===== src/pkg/amc_consts.vh =====
`ifndef AMC_CONSTS_VH
`define AMC_CONSTS_VH

// ============================================================
// register indices and byte addresses
`define AMC_IDX_CONFIG 8'h00
`define AMC_IDX_EXTCLK 8'h0e
`define AMC_IDX_STATUS 8'h10
`define AMC_IDX_RATE 8'h11
`define AMC_ADDR_CONFIG 8'h00
`define AMC_ADDR_EXTCLK 8'h38
`define AMC_ADDR_STATUS 8'h40
`define AMC_ADDR_RATE 8'h44
`define AMC_ADDR_W 8

// ============================================================
// configuration, extended clock and rate register fields
`define AMC_CFG_PHASE_BIT 14
`define AMC_CFG_PD_A_BIT 11
`define AMC_CFG_PD_B_BIT 10
`define AMC_CFG_IL_BIT 7
`define AMC_CFG_INB_BIT 6
`define AMC_CFG_DUAL_BIT 5
`define AMC_EXT_SPLIT_BIT 6
`define AMC_RATE_SDR_BIT 0

// ============================================================
// reset values
`define AMC_CONFIG_DEFAULT 16'h0000
`define AMC_EXTCLK_DEFAULT 16'h0000
`define AMC_RATE_DEFAULT 1'b0

// ============================================================
// status register fields
`define AMC_ST_ECM 0
`define AMC_ST_IL 1
`define AMC_ST_DEMUX 2
`define AMC_ST_PHASE 3
`define AMC_ST_SDR 4
`define AMC_ST_PD_A 5
`define AMC_ST_PD_B 6
`define AMC_ST_CAL 7
`define AMC_ST_VALID 8
`define AMC_ST_SPLIT 9

// ============================================================
// timing and bus answers
`define AMC_FLUSH_CYCLES 6'd60
`define AMC_RESP_OKAY 2'b00
`define AMC_RESP_SLVERR 2'b10

`endif


===== src/core/amc_sync.v =====
// ============================================================
// two-flop synchroniser for a group of pins
module amc_sync #(
    parameter W = 1
) (
    input wire core_clk,
    input wire resetn,
    input wire [W-1:0] d,
    output reg [W-1:0] q
);
    reg [W-1:0] meta;

    // first stage feeds only the second stage
    always @(posedge core_clk or negedge resetn) begin
        if (!resetn) begin
            meta <= {W{1'b0}};
            q <= {W{1'b0}};
        end else begin
            meta <= d;
            q <= meta;
        end
    end
endmodule // amc_sync


===== src/core/amc_top.v =====
// Operation
// - outputs held low while calibrating
// - forwarded clock keeps running during calibration
// - sixty sampling cycles of flush after calibration
// - per-channel shutdown, pin ORed with register
// - interleave: A on rise, B on fall
// - pin mode interleave uses input A only
// - register interleave bit replaces the pin
// - register input-B bit routes B to both when interleaving without dual
// - register dual-input bit drives both inputs
// - split-clock bit: separate paths, half period apart
// - 1:4 order B-del, A-del, B, A
// - non-demux interleave: B earlier, A later
// - one bus at rate, or two at half
// - bus count per channel and mode
// - demux choice only from its own pin
// - non-demux allows only DDR zero phase
// - pin mode ignores register writes
// - interleave pin high selects interleaving
// - DDR data on clock edge or midway
// - SDR phase bit picks falling or rising
// - register mode takes phase from register bit
// - select pin high restores register defaults
`include "amc_consts.vh"

module amc_top #(
    parameter DW = 12
) (
    input wire core_clk,
    input wire resetn,
    // pins from outside this clock domain
    input wire sample_clk,
    input wire extended_control_select_n,
    input wire interleave_select,
    input wire single_bus_select,
    input wire output_phase_select,
    input wire chan_a_shutdown,
    input wire chan_b_shutdown,
    input wire calibration_running,
    input wire [DW-1:0] conv_a_data,
    input wire conv_a_ovr,
    input wire [DW-1:0] conv_b_data,
    input wire conv_b_ovr,
    // sample buses and forwarded clock
    output reg [DW-1:0] bus_a_main,
    output reg [DW-1:0] bus_a_delayed,
    output reg [DW-1:0] bus_b_main,
    output reg [DW-1:0] bus_b_delayed,
    output reg ovr_a,
    output reg ovr_b,
    output reg forwarded_output_clock,
    // mode outputs toward the converter cores
    output reg chan_a_powerdown,
    output reg chan_b_powerdown,
    output reg interleave_active,
    output reg conv_a_uses_input_b,
    output reg conv_b_uses_input_b,
    output reg split_path_interleave_mode,
    // axi4-lite slave
    input wire [`AMC_ADDR_W-1:0] s_axi_awaddr,
    input wire s_axi_awvalid,
    output reg s_axi_awready,
    input wire [31:0] s_axi_wdata,
    input wire [3:0] s_axi_wstrb,
    input wire s_axi_wvalid,
    output reg s_axi_wready,
    output reg [1:0] s_axi_bresp,
    output reg s_axi_bvalid,
    input wire s_axi_bready,
    input wire [`AMC_ADDR_W-1:0] s_axi_araddr,
    input wire s_axi_arvalid,
    output reg s_axi_arready,
    output reg [31:0] s_axi_rdata,
    output reg [1:0] s_axi_rresp,
    output reg s_axi_rvalid,
    input wire s_axi_rready
);
    localparam SW = 2 * DW + 10;

    // ============================================================
    // pin synchronisation
    wire [SW-1:0] pins_s;
    wire smp_clk_s;
    wire ecm_n_s;
    wire il_pin_s;
    wire single_bus_s;
    wire phase_pin_s;
    wire pd_a_pin_s;
    wire pd_b_pin_s;
    wire cal_s;
    wire [DW-1:0] a_data_s;
    wire [DW-1:0] b_data_s;
    wire a_ovr_s;
    wire b_ovr_s;

    amc_sync #(.W(SW)) u_sync (
        .core_clk(core_clk),
        .resetn(resetn),
        .d({sample_clk, extended_control_select_n, interleave_select, single_bus_select,
            output_phase_select, chan_a_shutdown, chan_b_shutdown, calibration_running,
            conv_a_ovr, conv_b_ovr, conv_a_data, conv_b_data}),
        .q(pins_s)
    );

    assign {smp_clk_s, ecm_n_s, il_pin_s, single_bus_s, phase_pin_s, pd_a_pin_s, pd_b_pin_s,
            cal_s, a_ovr_s, b_ovr_s, a_data_s, b_data_s} = pins_s;

    // ============================================================
    // sampling clock edges
    reg smp_clk_d;
    wire smp_rise = smp_clk_s & ~smp_clk_d;
    wire smp_fall = ~smp_clk_s & smp_clk_d;

    always @(posedge core_clk or negedge resetn) begin
        if (!resetn) begin
            smp_clk_d <= 1'b0;
        end else begin
            smp_clk_d <= smp_clk_s;
        end
    end

    // ============================================================
    // control registers
    reg [15:0] config_reg;
    reg [15:0] extclk_reg;
    reg rate_reg;
    wire register_control_mode = ~ecm_n_s;

    // ============================================================
    // effective mode decode
    wire split_mode = register_control_mode & extclk_reg[`AMC_EXT_SPLIT_BIT];
    // pin picks interleaving in pin mode
    wire il_mode = (register_control_mode ? config_reg[`AMC_CFG_IL_BIT] : il_pin_s) | split_mode;
    // demux only from its own pin, low = demux
    wire demux = ~single_bus_s;
    wire phase_sel = register_control_mode ? config_reg[`AMC_CFG_PHASE_BIT] : phase_pin_s;
    // non-demux forces DDR at zero phase
    wire sdr_mode = demux & register_control_mode & rate_reg;
    wire phase_eff = demux & phase_sel;
    // either source shuts a channel down
    wire pd_a = pd_a_pin_s | (register_control_mode & config_reg[`AMC_CFG_PD_A_BIT]);
    wire pd_b = pd_b_pin_s | (register_control_mode & config_reg[`AMC_CFG_PD_B_BIT]);
    // dual inputs from the dual bit or split mode, register mode only
    wire dual_in = register_control_mode & (config_reg[`AMC_CFG_DUAL_BIT] | split_mode);
    // B select routes input B to both converters when interleaving without dual
    wire in_b_sel = register_control_mode & config_reg[`AMC_CFG_INB_BIT];

    // mode outputs registered
    always @(posedge core_clk or negedge resetn) begin
        if (!resetn) begin
            chan_a_powerdown <= 1'b0;
            chan_b_powerdown <= 1'b0;
            interleave_active <= 1'b0;
            conv_a_uses_input_b <= 1'b0;
            conv_b_uses_input_b <= 1'b0;
            split_path_interleave_mode <= 1'b0;
        end else begin
            chan_a_powerdown <= pd_a;
            chan_b_powerdown <= pd_b;
            interleave_active <= il_mode;
            conv_a_uses_input_b <= il_mode & ~dual_in & in_b_sel;
            conv_b_uses_input_b <= il_mode ? (dual_in | in_b_sel) : 1'b1;
            // separate paths sampled half a period apart
            split_path_interleave_mode <= split_mode;
        end
    end

    // ============================================================
    // calibration blanking and pipeline flush
    reg [5:0] flush_cnt;
    wire out_valid = ~cal_s & (flush_cnt == 6'd0);

    always @(posedge core_clk or negedge resetn) begin
        if (!resetn) begin
            flush_cnt <= `AMC_FLUSH_CYCLES;
        end else if (cal_s) begin
            flush_cnt <= `AMC_FLUSH_CYCLES;
        end else if (smp_rise && flush_cnt != 6'd0) begin
            flush_cnt <= flush_cnt - 6'd1;
        end
    end

    // ============================================================
    // sample capture and bus ordering
    reg half;
    reg [DW-1:0] b_fall_reg;
    reg b_fall_ovr;
    reg [DW-1:0] a_early;
    reg [DW-1:0] b_early;
    reg ovr_a_early;
    reg ovr_b_early;
    wire update = smp_rise & (~demux | half);
    wire mid = demux ? (smp_rise & ~half) : smp_fall;
    // interleave takes B from the falling edge
    wire [DW-1:0] b_now = il_mode ? b_fall_reg : b_data_s;
    wire b_now_ovr = il_mode ? b_fall_ovr : b_ovr_s;
    wire keep_a = out_valid & ~pd_a;
    wire keep_b = out_valid & ~pd_b;

    // B converter word captured on the falling sampling edge
    always @(posedge core_clk or negedge resetn) begin
        if (!resetn) begin
            b_fall_reg <= {DW{1'b0}};
            b_fall_ovr <= 1'b0;
        end else if (smp_fall) begin
            b_fall_reg <= b_data_s;
            b_fall_ovr <= b_ovr_s;
        end
    end

    // demux early half, then the group at update
    always @(posedge core_clk or negedge resetn) begin
        if (!resetn) begin
            half <= 1'b0;
            a_early <= {DW{1'b0}};
            b_early <= {DW{1'b0}};
            ovr_a_early <= 1'b0;
            ovr_b_early <= 1'b0;
            bus_a_main <= {DW{1'b0}};
            bus_a_delayed <= {DW{1'b0}};
            bus_b_main <= {DW{1'b0}};
            bus_b_delayed <= {DW{1'b0}};
            ovr_a <= 1'b0;
            ovr_b <= 1'b0;
        end else begin
            if (smp_rise) begin
                half <= demux ? ~half : 1'b0;
            end
            if (smp_rise && demux && !half) begin
                a_early <= a_data_s;
                b_early <= b_now;
                ovr_a_early <= a_ovr_s;
                ovr_b_early <= b_now_ovr;
            end
            // blank buses and over-range while calibrating or flushing
            if (!out_valid) begin
                bus_a_main <= {DW{1'b0}};
                bus_a_delayed <= {DW{1'b0}};
                bus_b_main <= {DW{1'b0}};
                bus_b_delayed <= {DW{1'b0}};
                ovr_a <= 1'b0;
                ovr_b <= 1'b0;
            end else if (update) begin
                // later pair on main buses, earlier pair on delayed
                // in interleave the B bus carries the earlier word of the pair
                bus_a_main <= keep_a ? a_data_s : {DW{1'b0}};
                bus_b_main <= keep_b ? b_now : {DW{1'b0}};
                // single bus per channel without demux
                // delayed buses only carry data in demux
                bus_a_delayed <= (keep_a & demux) ? a_early : {DW{1'b0}};
                bus_b_delayed <= (keep_b & demux) ? b_early : {DW{1'b0}};
                ovr_a <= keep_a & (a_ovr_s | (demux & ovr_a_early));
                ovr_b <= keep_b & (b_now_ovr | (demux & ovr_b_early));
            end
        end
    end

    // ============================================================
    // forwarded output clock, never blanked
    // clock runs on regardless of calibration
    always @(posedge core_clk or negedge resetn) begin
        if (!resetn) begin
            forwarded_output_clock <= 1'b0;
        end else if (sdr_mode) begin
            // phase high gives rising edge at update, low falling
            if (update) begin
                forwarded_output_clock <= phase_eff;
            end else if (mid) begin
                forwarded_output_clock <= ~phase_eff;
            end
        end else if (phase_eff ? mid : update) begin
            // zero phase toggles with data, ninety toggles midway
            forwarded_output_clock <= ~forwarded_output_clock;
        end
    end

    // ============================================================
    // axi4-lite write channel
    reg aw_full;
    reg w_full;
    reg [`AMC_ADDR_W-1:0] aw_addr;
    reg [31:0] w_data;
    reg [3:0] w_strb;
    wire wr_go = aw_full & w_full & ~s_axi_bvalid;
    wire wr_hit = (aw_addr == `AMC_ADDR_CONFIG) | (aw_addr == `AMC_ADDR_EXTCLK) |
                  (aw_addr == `AMC_ADDR_STATUS) | (aw_addr == `AMC_ADDR_RATE);
    wire [15:0] wmask = {{8{w_strb[1]}}, {8{w_strb[0]}}};

    // aw and w in either order, one write at a time
    always @(posedge core_clk or negedge resetn) begin
        if (!resetn) begin
            aw_full <= 1'b0;
            w_full <= 1'b0;
            aw_addr <= {`AMC_ADDR_W{1'b0}};
            w_data <= 32'h0000_0000;
            w_strb <= 4'h0;
            s_axi_awready <= 1'b1;
            s_axi_wready <= 1'b1;
            s_axi_bvalid <= 1'b0;
            s_axi_bresp <= `AMC_RESP_OKAY;
        end else begin
            if (s_axi_awvalid && s_axi_awready) begin
                aw_full <= 1'b1;
                aw_addr <= s_axi_awaddr;
                s_axi_awready <= 1'b0;
            end
            if (s_axi_wvalid && s_axi_wready) begin
                w_full <= 1'b1;
                w_data <= s_axi_wdata;
                w_strb <= s_axi_wstrb;
                s_axi_wready <= 1'b0;
            end
            if (wr_go) begin
                aw_full <= 1'b0;
                w_full <= 1'b0;
                s_axi_bvalid <= 1'b1;
                s_axi_bresp <= wr_hit ? `AMC_RESP_OKAY : `AMC_RESP_SLVERR;
            end
            if (s_axi_bvalid && s_axi_bready) begin
                s_axi_bvalid <= 1'b0;
                s_axi_awready <= 1'b1;
                s_axi_wready <= 1'b1;
            end
        end
    end

    // register storage
    always @(posedge core_clk or negedge resetn) begin
        if (!resetn) begin
            config_reg <= `AMC_CONFIG_DEFAULT;
            extclk_reg <= `AMC_EXTCLK_DEFAULT;
            rate_reg <= `AMC_RATE_DEFAULT;
        end else if (!register_control_mode) begin
            // pin mode holds every register at its default
            // writes have no effect in pin mode
            config_reg <= `AMC_CONFIG_DEFAULT;
            extclk_reg <= `AMC_EXTCLK_DEFAULT;
            rate_reg <= `AMC_RATE_DEFAULT;
        end else if (wr_go) begin
            if (aw_addr == `AMC_ADDR_CONFIG) begin
                config_reg <= (config_reg & ~wmask) | (w_data[15:0] & wmask);
            end
            if (aw_addr == `AMC_ADDR_EXTCLK) begin
                extclk_reg <= (extclk_reg & ~wmask) | (w_data[15:0] & wmask);
            end
            if (aw_addr == `AMC_ADDR_RATE && w_strb[0]) begin
                rate_reg <= w_data[`AMC_RATE_SDR_BIT];
            end
        end
    end

    // ============================================================
    // axi4-lite read channel
    reg [31:0] rd_mux;
    reg rd_hit;

    // status word shows the live effective mode
    always @* begin
        rd_mux = 32'h0000_0000;
        rd_hit = 1'b1;
        case (s_axi_araddr)
            `AMC_ADDR_CONFIG: rd_mux[15:0] = config_reg;
            `AMC_ADDR_EXTCLK: rd_mux[15:0] = extclk_reg;
            `AMC_ADDR_RATE: rd_mux[`AMC_RATE_SDR_BIT] = rate_reg;
            `AMC_ADDR_STATUS: begin
                rd_mux[`AMC_ST_ECM] = register_control_mode;
                rd_mux[`AMC_ST_IL] = il_mode;
                rd_mux[`AMC_ST_DEMUX] = demux;
                rd_mux[`AMC_ST_PHASE] = phase_eff;
                rd_mux[`AMC_ST_SDR] = sdr_mode;
                rd_mux[`AMC_ST_PD_A] = pd_a;
                rd_mux[`AMC_ST_PD_B] = pd_b;
                rd_mux[`AMC_ST_CAL] = cal_s;
                rd_mux[`AMC_ST_VALID] = out_valid;
                rd_mux[`AMC_ST_SPLIT] = split_mode;
            end
            default: rd_hit = 1'b0;
        endcase
    end

    // one read at a time, answer one cycle after the address
    always @(posedge core_clk or negedge resetn) begin
        if (!resetn) begin
            s_axi_arready <= 1'b1;
            s_axi_rvalid <= 1'b0;
            s_axi_rdata <= 32'h0000_0000;
            s_axi_rresp <= `AMC_RESP_OKAY;
        end else begin
            if (s_axi_arvalid && s_axi_arready) begin
                s_axi_arready <= 1'b0;
                s_axi_rvalid <= 1'b1;
                s_axi_rdata <= rd_mux;
                s_axi_rresp <= rd_hit ? `AMC_RESP_OKAY : `AMC_RESP_SLVERR;
            end
            if (s_axi_rvalid && s_axi_rready) begin
                s_axi_rvalid <= 1'b0;
                s_axi_arready <= 1'b1;
            end
        end
    end
endmodule // amc_top


===== config.mk =====
export PLATFORM = sky130hd
export DESIGN_NAME = amc_top
export DESIGN_NICKNAME = d
export VERILOG_FILES = /design/src/core/amc_sync.v /design/src/core/amc_top.v
export VERILOG_INCLUDE_DIRS = /design/src /design/src/pkg
export SDC_FILE = /design/constraint.sdc
export NUM_CORES = 1
export LEC_CHECK = 0
export BUFFER_PORTS_ARGS = -buffer_cell sky130_fd_sc_hd__buf_2
export CAP_MARGIN = 5
export CORE_MARGIN = 5
export CORE_UTILIZATION = 59
export CTS_CLUSTER_DIAMETER = 40
export DETAILED_ROUTE_END_ITERATION = 12
export PLACE_DENSITY_LB_ADDON = 0.3
export SLEW_MARGIN = 20
export SYNTH_ARGS = -nofsm -noshare
export SYNTH_HDL_FRONTEND = slang
export SYNTH_HIERARCHICAL = 1
export SYNTH_SLANG_ARGS = --single-unit

===== constraint.sdc =====
create_clock -name core_clk -period 3.6 [get_ports core_clk]
set_input_delay 0.72 -clock core_clk [delete_from_list [all_inputs] [get_ports core_clk]]
set_output_delay 0.72 -clock core_clk [all_outputs]
set_load 0.005 [all_outputs]

# Yosys cells after proc, flatten, opt, wreduce, memory -nomap -nowiden
# Index checks and enable logic that the tools add are counted.
# Widths: inputs -> output; s select.
classes:
  n_bitwise: 54
  muxes: 59
  n_eq_ne: 8
  reduce_logical: 31
  addsub: 1
ops:
  columns: ["operator", "count"]
  rows:
  - ["$mux 12", 13]
  - ["$mux 16", 6]
  - ["$and 16x16->16", 3]
  - ["$mux 1", 33]
  - ["$eq 8x7->1 const B", 4]
  - ["$or 16x16->16", 2]
  - ["$pmux 9 s3", 1]
  - ["$and 1x1->1", 25]
  - ["$reduce_bool 2->1", 12]
  - ["$eq 8x6->1 const B", 2]
  - ["$logic_not 8->1", 2]
  - ["$not 16->16", 1]
  - ["$mux 6", 2]
  - ["$not 1->1", 12]
  - ["$pmux 6 s2", 1]
  - ["$or 1x1->1", 11]
  - ["$logic_and 1x1->1", 9]
  - ["$reduce_and 2->1", 4]
  - ["$logic_not 6->1", 1]
  - ["$reduce_bool 6->1", 1]
  - ["$sub 6x1->6 const B", 1]
  - ["$mux 2", 2]
  - ["$pmux 1 s4", 1]
  - ["$reduce_or 4->1", 1]
  - ["other kinds (3)", 3]
word_totals:
  word_cells: 193
  reg_bits: 258
  input_bits: 93
  out_inout_bits: 98

# Longest topological paths before layout
depth:
  ltp_word: 9
  mapped_depth: 7
  depth_no_buf: 6

# By module
# Netlist, hierarchy kept.
modules_own_cells:
  columns: ["mod", "area_each_um2", "seq_area_each_um2", "instances", "cells_each"]
  rows:
  - ["amc_top", 7887.6, 4713.3, 1, 622]
  - ["amc_sync", 1701.6, 1701.6, 1, 68]

# Least setup slack after synthesis
# OpenSTA, ideal clock, no wires.
synth_path:
  kind: "input -> register"
  from: "in s_axi_araddr[6]"
  to: "reg s_axi_rdata[1]"
  stages: 6
  setup_ps: 126
  required_time_ps: 3474
  t_arrival_ps: 1754
  slack_ps: 1720
  path_buffers: 2
  path_cell_list: "buf_2 nor2_1 and4_1 buf_2 a22o_1 a221o_1"
synth_between:
  elab_chain_cells: 2
  elab_cells_between_ends: 4
  classes_between: "2 x eq/ne; 1 x mux; 1 x reduce/logical"
synth_lines:
  columns: ["item", "line_no", "rtl"]
  rows:
  - ["start, declared", "amc_top.v:70", "input wire [`AMC_ADDR_W-1:0] s_axi_araddr,"]
  - ["$eq 8x7->1, or another cell as far along", "amc_top.v:361", "case (s_axi_araddr)"]
  - ["$pmux 9 s3 (*)", "amc_top.v:361", null]
  - ["end signal, assigned", "amc_top.v:392", "s_axi_rdata <= rd_mux;"]
  - ["end, declared", "amc_top.v:73", "output reg [31:0] s_axi_rdata,"]
# Every way passes the cells marked *; elsewhere a longest branch is shown, timed or not.
# A chain may end at the register's enable or synchronous reset.

# Worst setup path in the final report
layout_path:
  from: "reg u_sync.q[32]"
  to: "reg bus_a_main[1]"
layout_between:
  elab_chain_cells: 8
layout_lines:
  columns: ["item", "line_no", "rtl"]
  rows:
  - ["start, declared", "amc_sync.v:9", "output reg [W-1:0] q"]
  - ["start signal, assigned", "amc_sync.v:17", "q <= {W{1'b0}};"]
  - ["start signal, assigned", "amc_sync.v:20", "q <= meta;"]
  - ["$not 1->1", "amc_top.v:127", "wire register_control_mode = ~ecm_n_s;"]
  - ["$and 1x1->1", "amc_top.v:141", "wire pd_a = pd_a_pin_s | (register_control_mode & config_reg[`AMC_CFG_PD_A_BIT]);"]
  - ["$or 1x1->1", "amc_top.v:141", null]
  - ["named net pd_a", "amc_top.v:141", null]
  - ["$not 1->1", "amc_top.v:197", "wire keep_a = out_valid & ~pd_a;"]
  - ["$and 1x1->1", "amc_top.v:197", null]
  - ["$mux 12", "amc_top.v:246", "bus_a_main <= keep_a ? a_data_s : {DW{1'b0}};"]
  - ["$mux 12", "amc_top.v:243", "end else if (update) begin"]
  - ["$mux 12", "amc_top.v:236", "if (!out_valid) begin"]
  - ["end signal, assigned", "amc_top.v:219", "bus_a_main <= {DW{1'b0}};"]
  - ["end signal, assigned", "amc_top.v:237", "bus_a_main <= {DW{1'b0}};"]
  - ["end signal, assigned", "amc_top.v:246", null]
  - ["end, declared", "amc_top.v:45", "output reg [DW-1:0] bus_a_main,"]
# The timed path passes the listed nets, and every way through them passes these cells. The select of a mux whose other input is x is not followed.

==> flow_metrics.tcl <==
set metrics [dict create \
    status "finished clean" \
    maxCapViolCount 0 \
    fp.dieArea_mm2 0.0189 \
    ys_types 56 \
    leakage_uw 0.00588 \
    yosysSeqAreaShare 0.669 \
    rsz0062_at_grt "no" \
    layout_common_cells "dfrtp_1 (249), buf_2 (153), nor2_1 (61), mux2_2 (54), mux2i_1 (47)" \
    coreArea_mm2 0.0159 \
    ys_ff_latch 256 \
    cts_buffer_depth 3 \
    min_path_type "input port to async pin" \
    setup_viol 0 \
    clock_sinks 256 \
    fin_ws_ns 1.23 \
    netlist_area_mm2 0.00959 \
    vias_per_cell 5.56 \
    ctsHoldBuffers 0 \
    ant_nets 0 \
    avgRoutedWirePerCell_um 18.7 \
    cts_tree "built" \
    die_width_um 137 \
    cts_root_buffer "clkbuf_16" \
    num_vias 6105 \
    gp_congestion 0.833 \
    synth_edf_count 0 \
    syn_area_per_cell_um2 13.9 \
    start_util 0.601 \
    grt_use_total 0.225 \
    n_fill_cell 1071 \
    path_max_fanout 23 \
    antenna_found_initial 1 \
    netlist_instances 690 \
    finalCritPeriodShare 0.658 \
    place_ws_ns 1.19 \
    cp.arrival_ns 2.80 \
    grt_pass1_vias 6439 \
    worstSetupPathType "flop to flop" \
    h-tree-depth 2 \
    finalPower_uw 7520 \
    min_period_ns 2.37 \
    reg.largest.list "u_sync/meta: 34 flops, u_sync/q: 34 flops" \
    fp.dieH_um 137 \
    wl_mm 20.6 \
    row_count 46 \
    finalHoldViolCount 0 \
    skew_ns 0.0142 \
    dp_hpwl_mm 14.0 \
    ios 191 \
    post_cts_buffers 0 \
    maxSlewViolCount 0 \
    yosysTopAreaCell "dfrtp_1" \
    portBuffers 154 \
    critPathCaptureType "flop" \
    crit_required_ns 4.03 \
    critPathLaunchType "flop" \
    vdd_ir_drop_max_mv 0.429 \
    drt_iter0_markers 433 \
    ys_warn_count 6 \
    layout-drive-gt1-share 0.342 \
    clk_pin_slew_ns 0.06 \
    worst_pin_slew_ns 0.951 \
    maxSlewHeadroom 0.364 \
    overflow 0 \
    grt_pass1_wl_mm 33.2 \
    fin_tns_setup_ns 0 \
    grt_max_degree 114 \
    cts-resized-gates 0 \
    synth_area_leaders "dfrtp_1 (65%), mux2_2 (6.3%), mux2i_1 (4.9%)" \
    cts_inserted_buffers 34 \
    syn_to_final_growth_pct 22.0 \
    synth-main-ff-cell "dfrtp_1" \
    async_reset_ff_frac 1.00 \
    timing.hold.ws_ns 0.275 \
    drcViolationCount 0 \
    first_pass_iters 6 \
    yosysTopAreaCellShare 0.650 \
    powerDensity_mw_per_mm2 643 \
    clk_latency_ns 0.50 \
    layout_commonest_cell "dfrtp_1" \
    layout.nets 952 \
    clock.fmax_mhz 422 \
]
-- per-layer routing --
metal  vias up  wire length, um  track usage
met4         0              633       0.0887
met3        56             1350       0.0522
li1       2763                -            -
met1      3068             8380        0.298
met5         -                0            0
met2       218            10200        0.363
-- through the flow --
stage          cell area [um^2]   util  instances
2_1_floorplan              9650      -        707
3_3_place_gp              10500  0.660       1037
3_5_place_dp              10500  0.660       1037
4_1_cts                   11700  0.734       1098
5_1_grt                   11700  0.734       1099
6_report                  11700  0.734       1099
-- kinds of logic (layout without fill, tap and decap cells) --
kind of cell,count (synthesis),count (layout),synth area share
fa+ha+maj,2,2,0.00261
xor+xnor,4,4,0.00365
compound gates,120,120,0.0968
buf+inv,60,235,0.0337
simple gates,146,146,0.0814
flops,256,256,0.669
mux,101,101,0.112
other cells,1,19,0.000391
-- power by group --
part / internal (uW) / total (uW) / switching (uW)
registers: 3230 / 3470 / 240
logic: 332 / 648 / 316
clock network: 2180 / 3400 / 1230
-- cell type report --
cell class / instances / area, um^2 / share of cell area
Timing Repair Buffer: 161 / 858 / 0.0734
Tap cell: 216 / 270 / 0.0231
Antenna cell: 1 / 2.50 / 0.000214
Inverter: 13 / 48.8 / 0.00417
Clock inverter: 15 / 181 / 0.0155
Sequential cell: 256 / 6410 / 0.548
Clock buffer: 46 / 997 / 0.0852
Multi-Input combinational cell: 391 / 2930 / 0.250
-- worst paths after layout --
kind	startpoint	to	slack, ns	cells after the start
worst max-delay path	u_sync/q[32]$_DFF_PN0_	bus_a_main[1]$_DFFE_PN0P_	1.23	4
worst min-delay path	resetn	aw_addr[2]$_DFFE_PN0P_	0.28	1
worst max register to register	u_sync/q[32]$_DFF_PN0_	bus_a_main[1]$_DFFE_PN0P_	1.23	4
worst min register to register	u_sync/meta[6]$_DFF_PN0_	u_sync/q[6]$_DFF_PN0_	0.35	0
max in group asynchronous	resetn	s_axi_rdata[15]$_DFFE_PN0P_	2.44	2
min in group core_clk	conv_b_data[11]	u_sync/meta[11]$_DFF_PN0_	0.33	1
-- synth_stat cells (all sizes together), types with 2 or more instances --
cell type  count
a22o          40
inv           13
nor4           3
a22oi          4
nor3b          5
and3           3
nand2         21
dfstp          7
mux2i         47
and2           7
nor2b          3
o2bb2ai       13
nor2          63
or3            2
nor3          14
o21ai         12
xor2           3
a211oi         2
buf           39
a31oi          3
mux2          54
nand3          5
dfrtp        249
o211ai         3
nand4          6
a221o         12
clkbuf         8
a21oi         22
ha             2
a21o           5
nand2b         6
-- critical path: stages, from the launching register on --
cell and delay (ns):
dfrtp_1 0.87, nand2b_1 0.25, nand2_1 0.16, nor2_1 0.77, a22o_1 0.25
(Power assumes the default switching activity.)
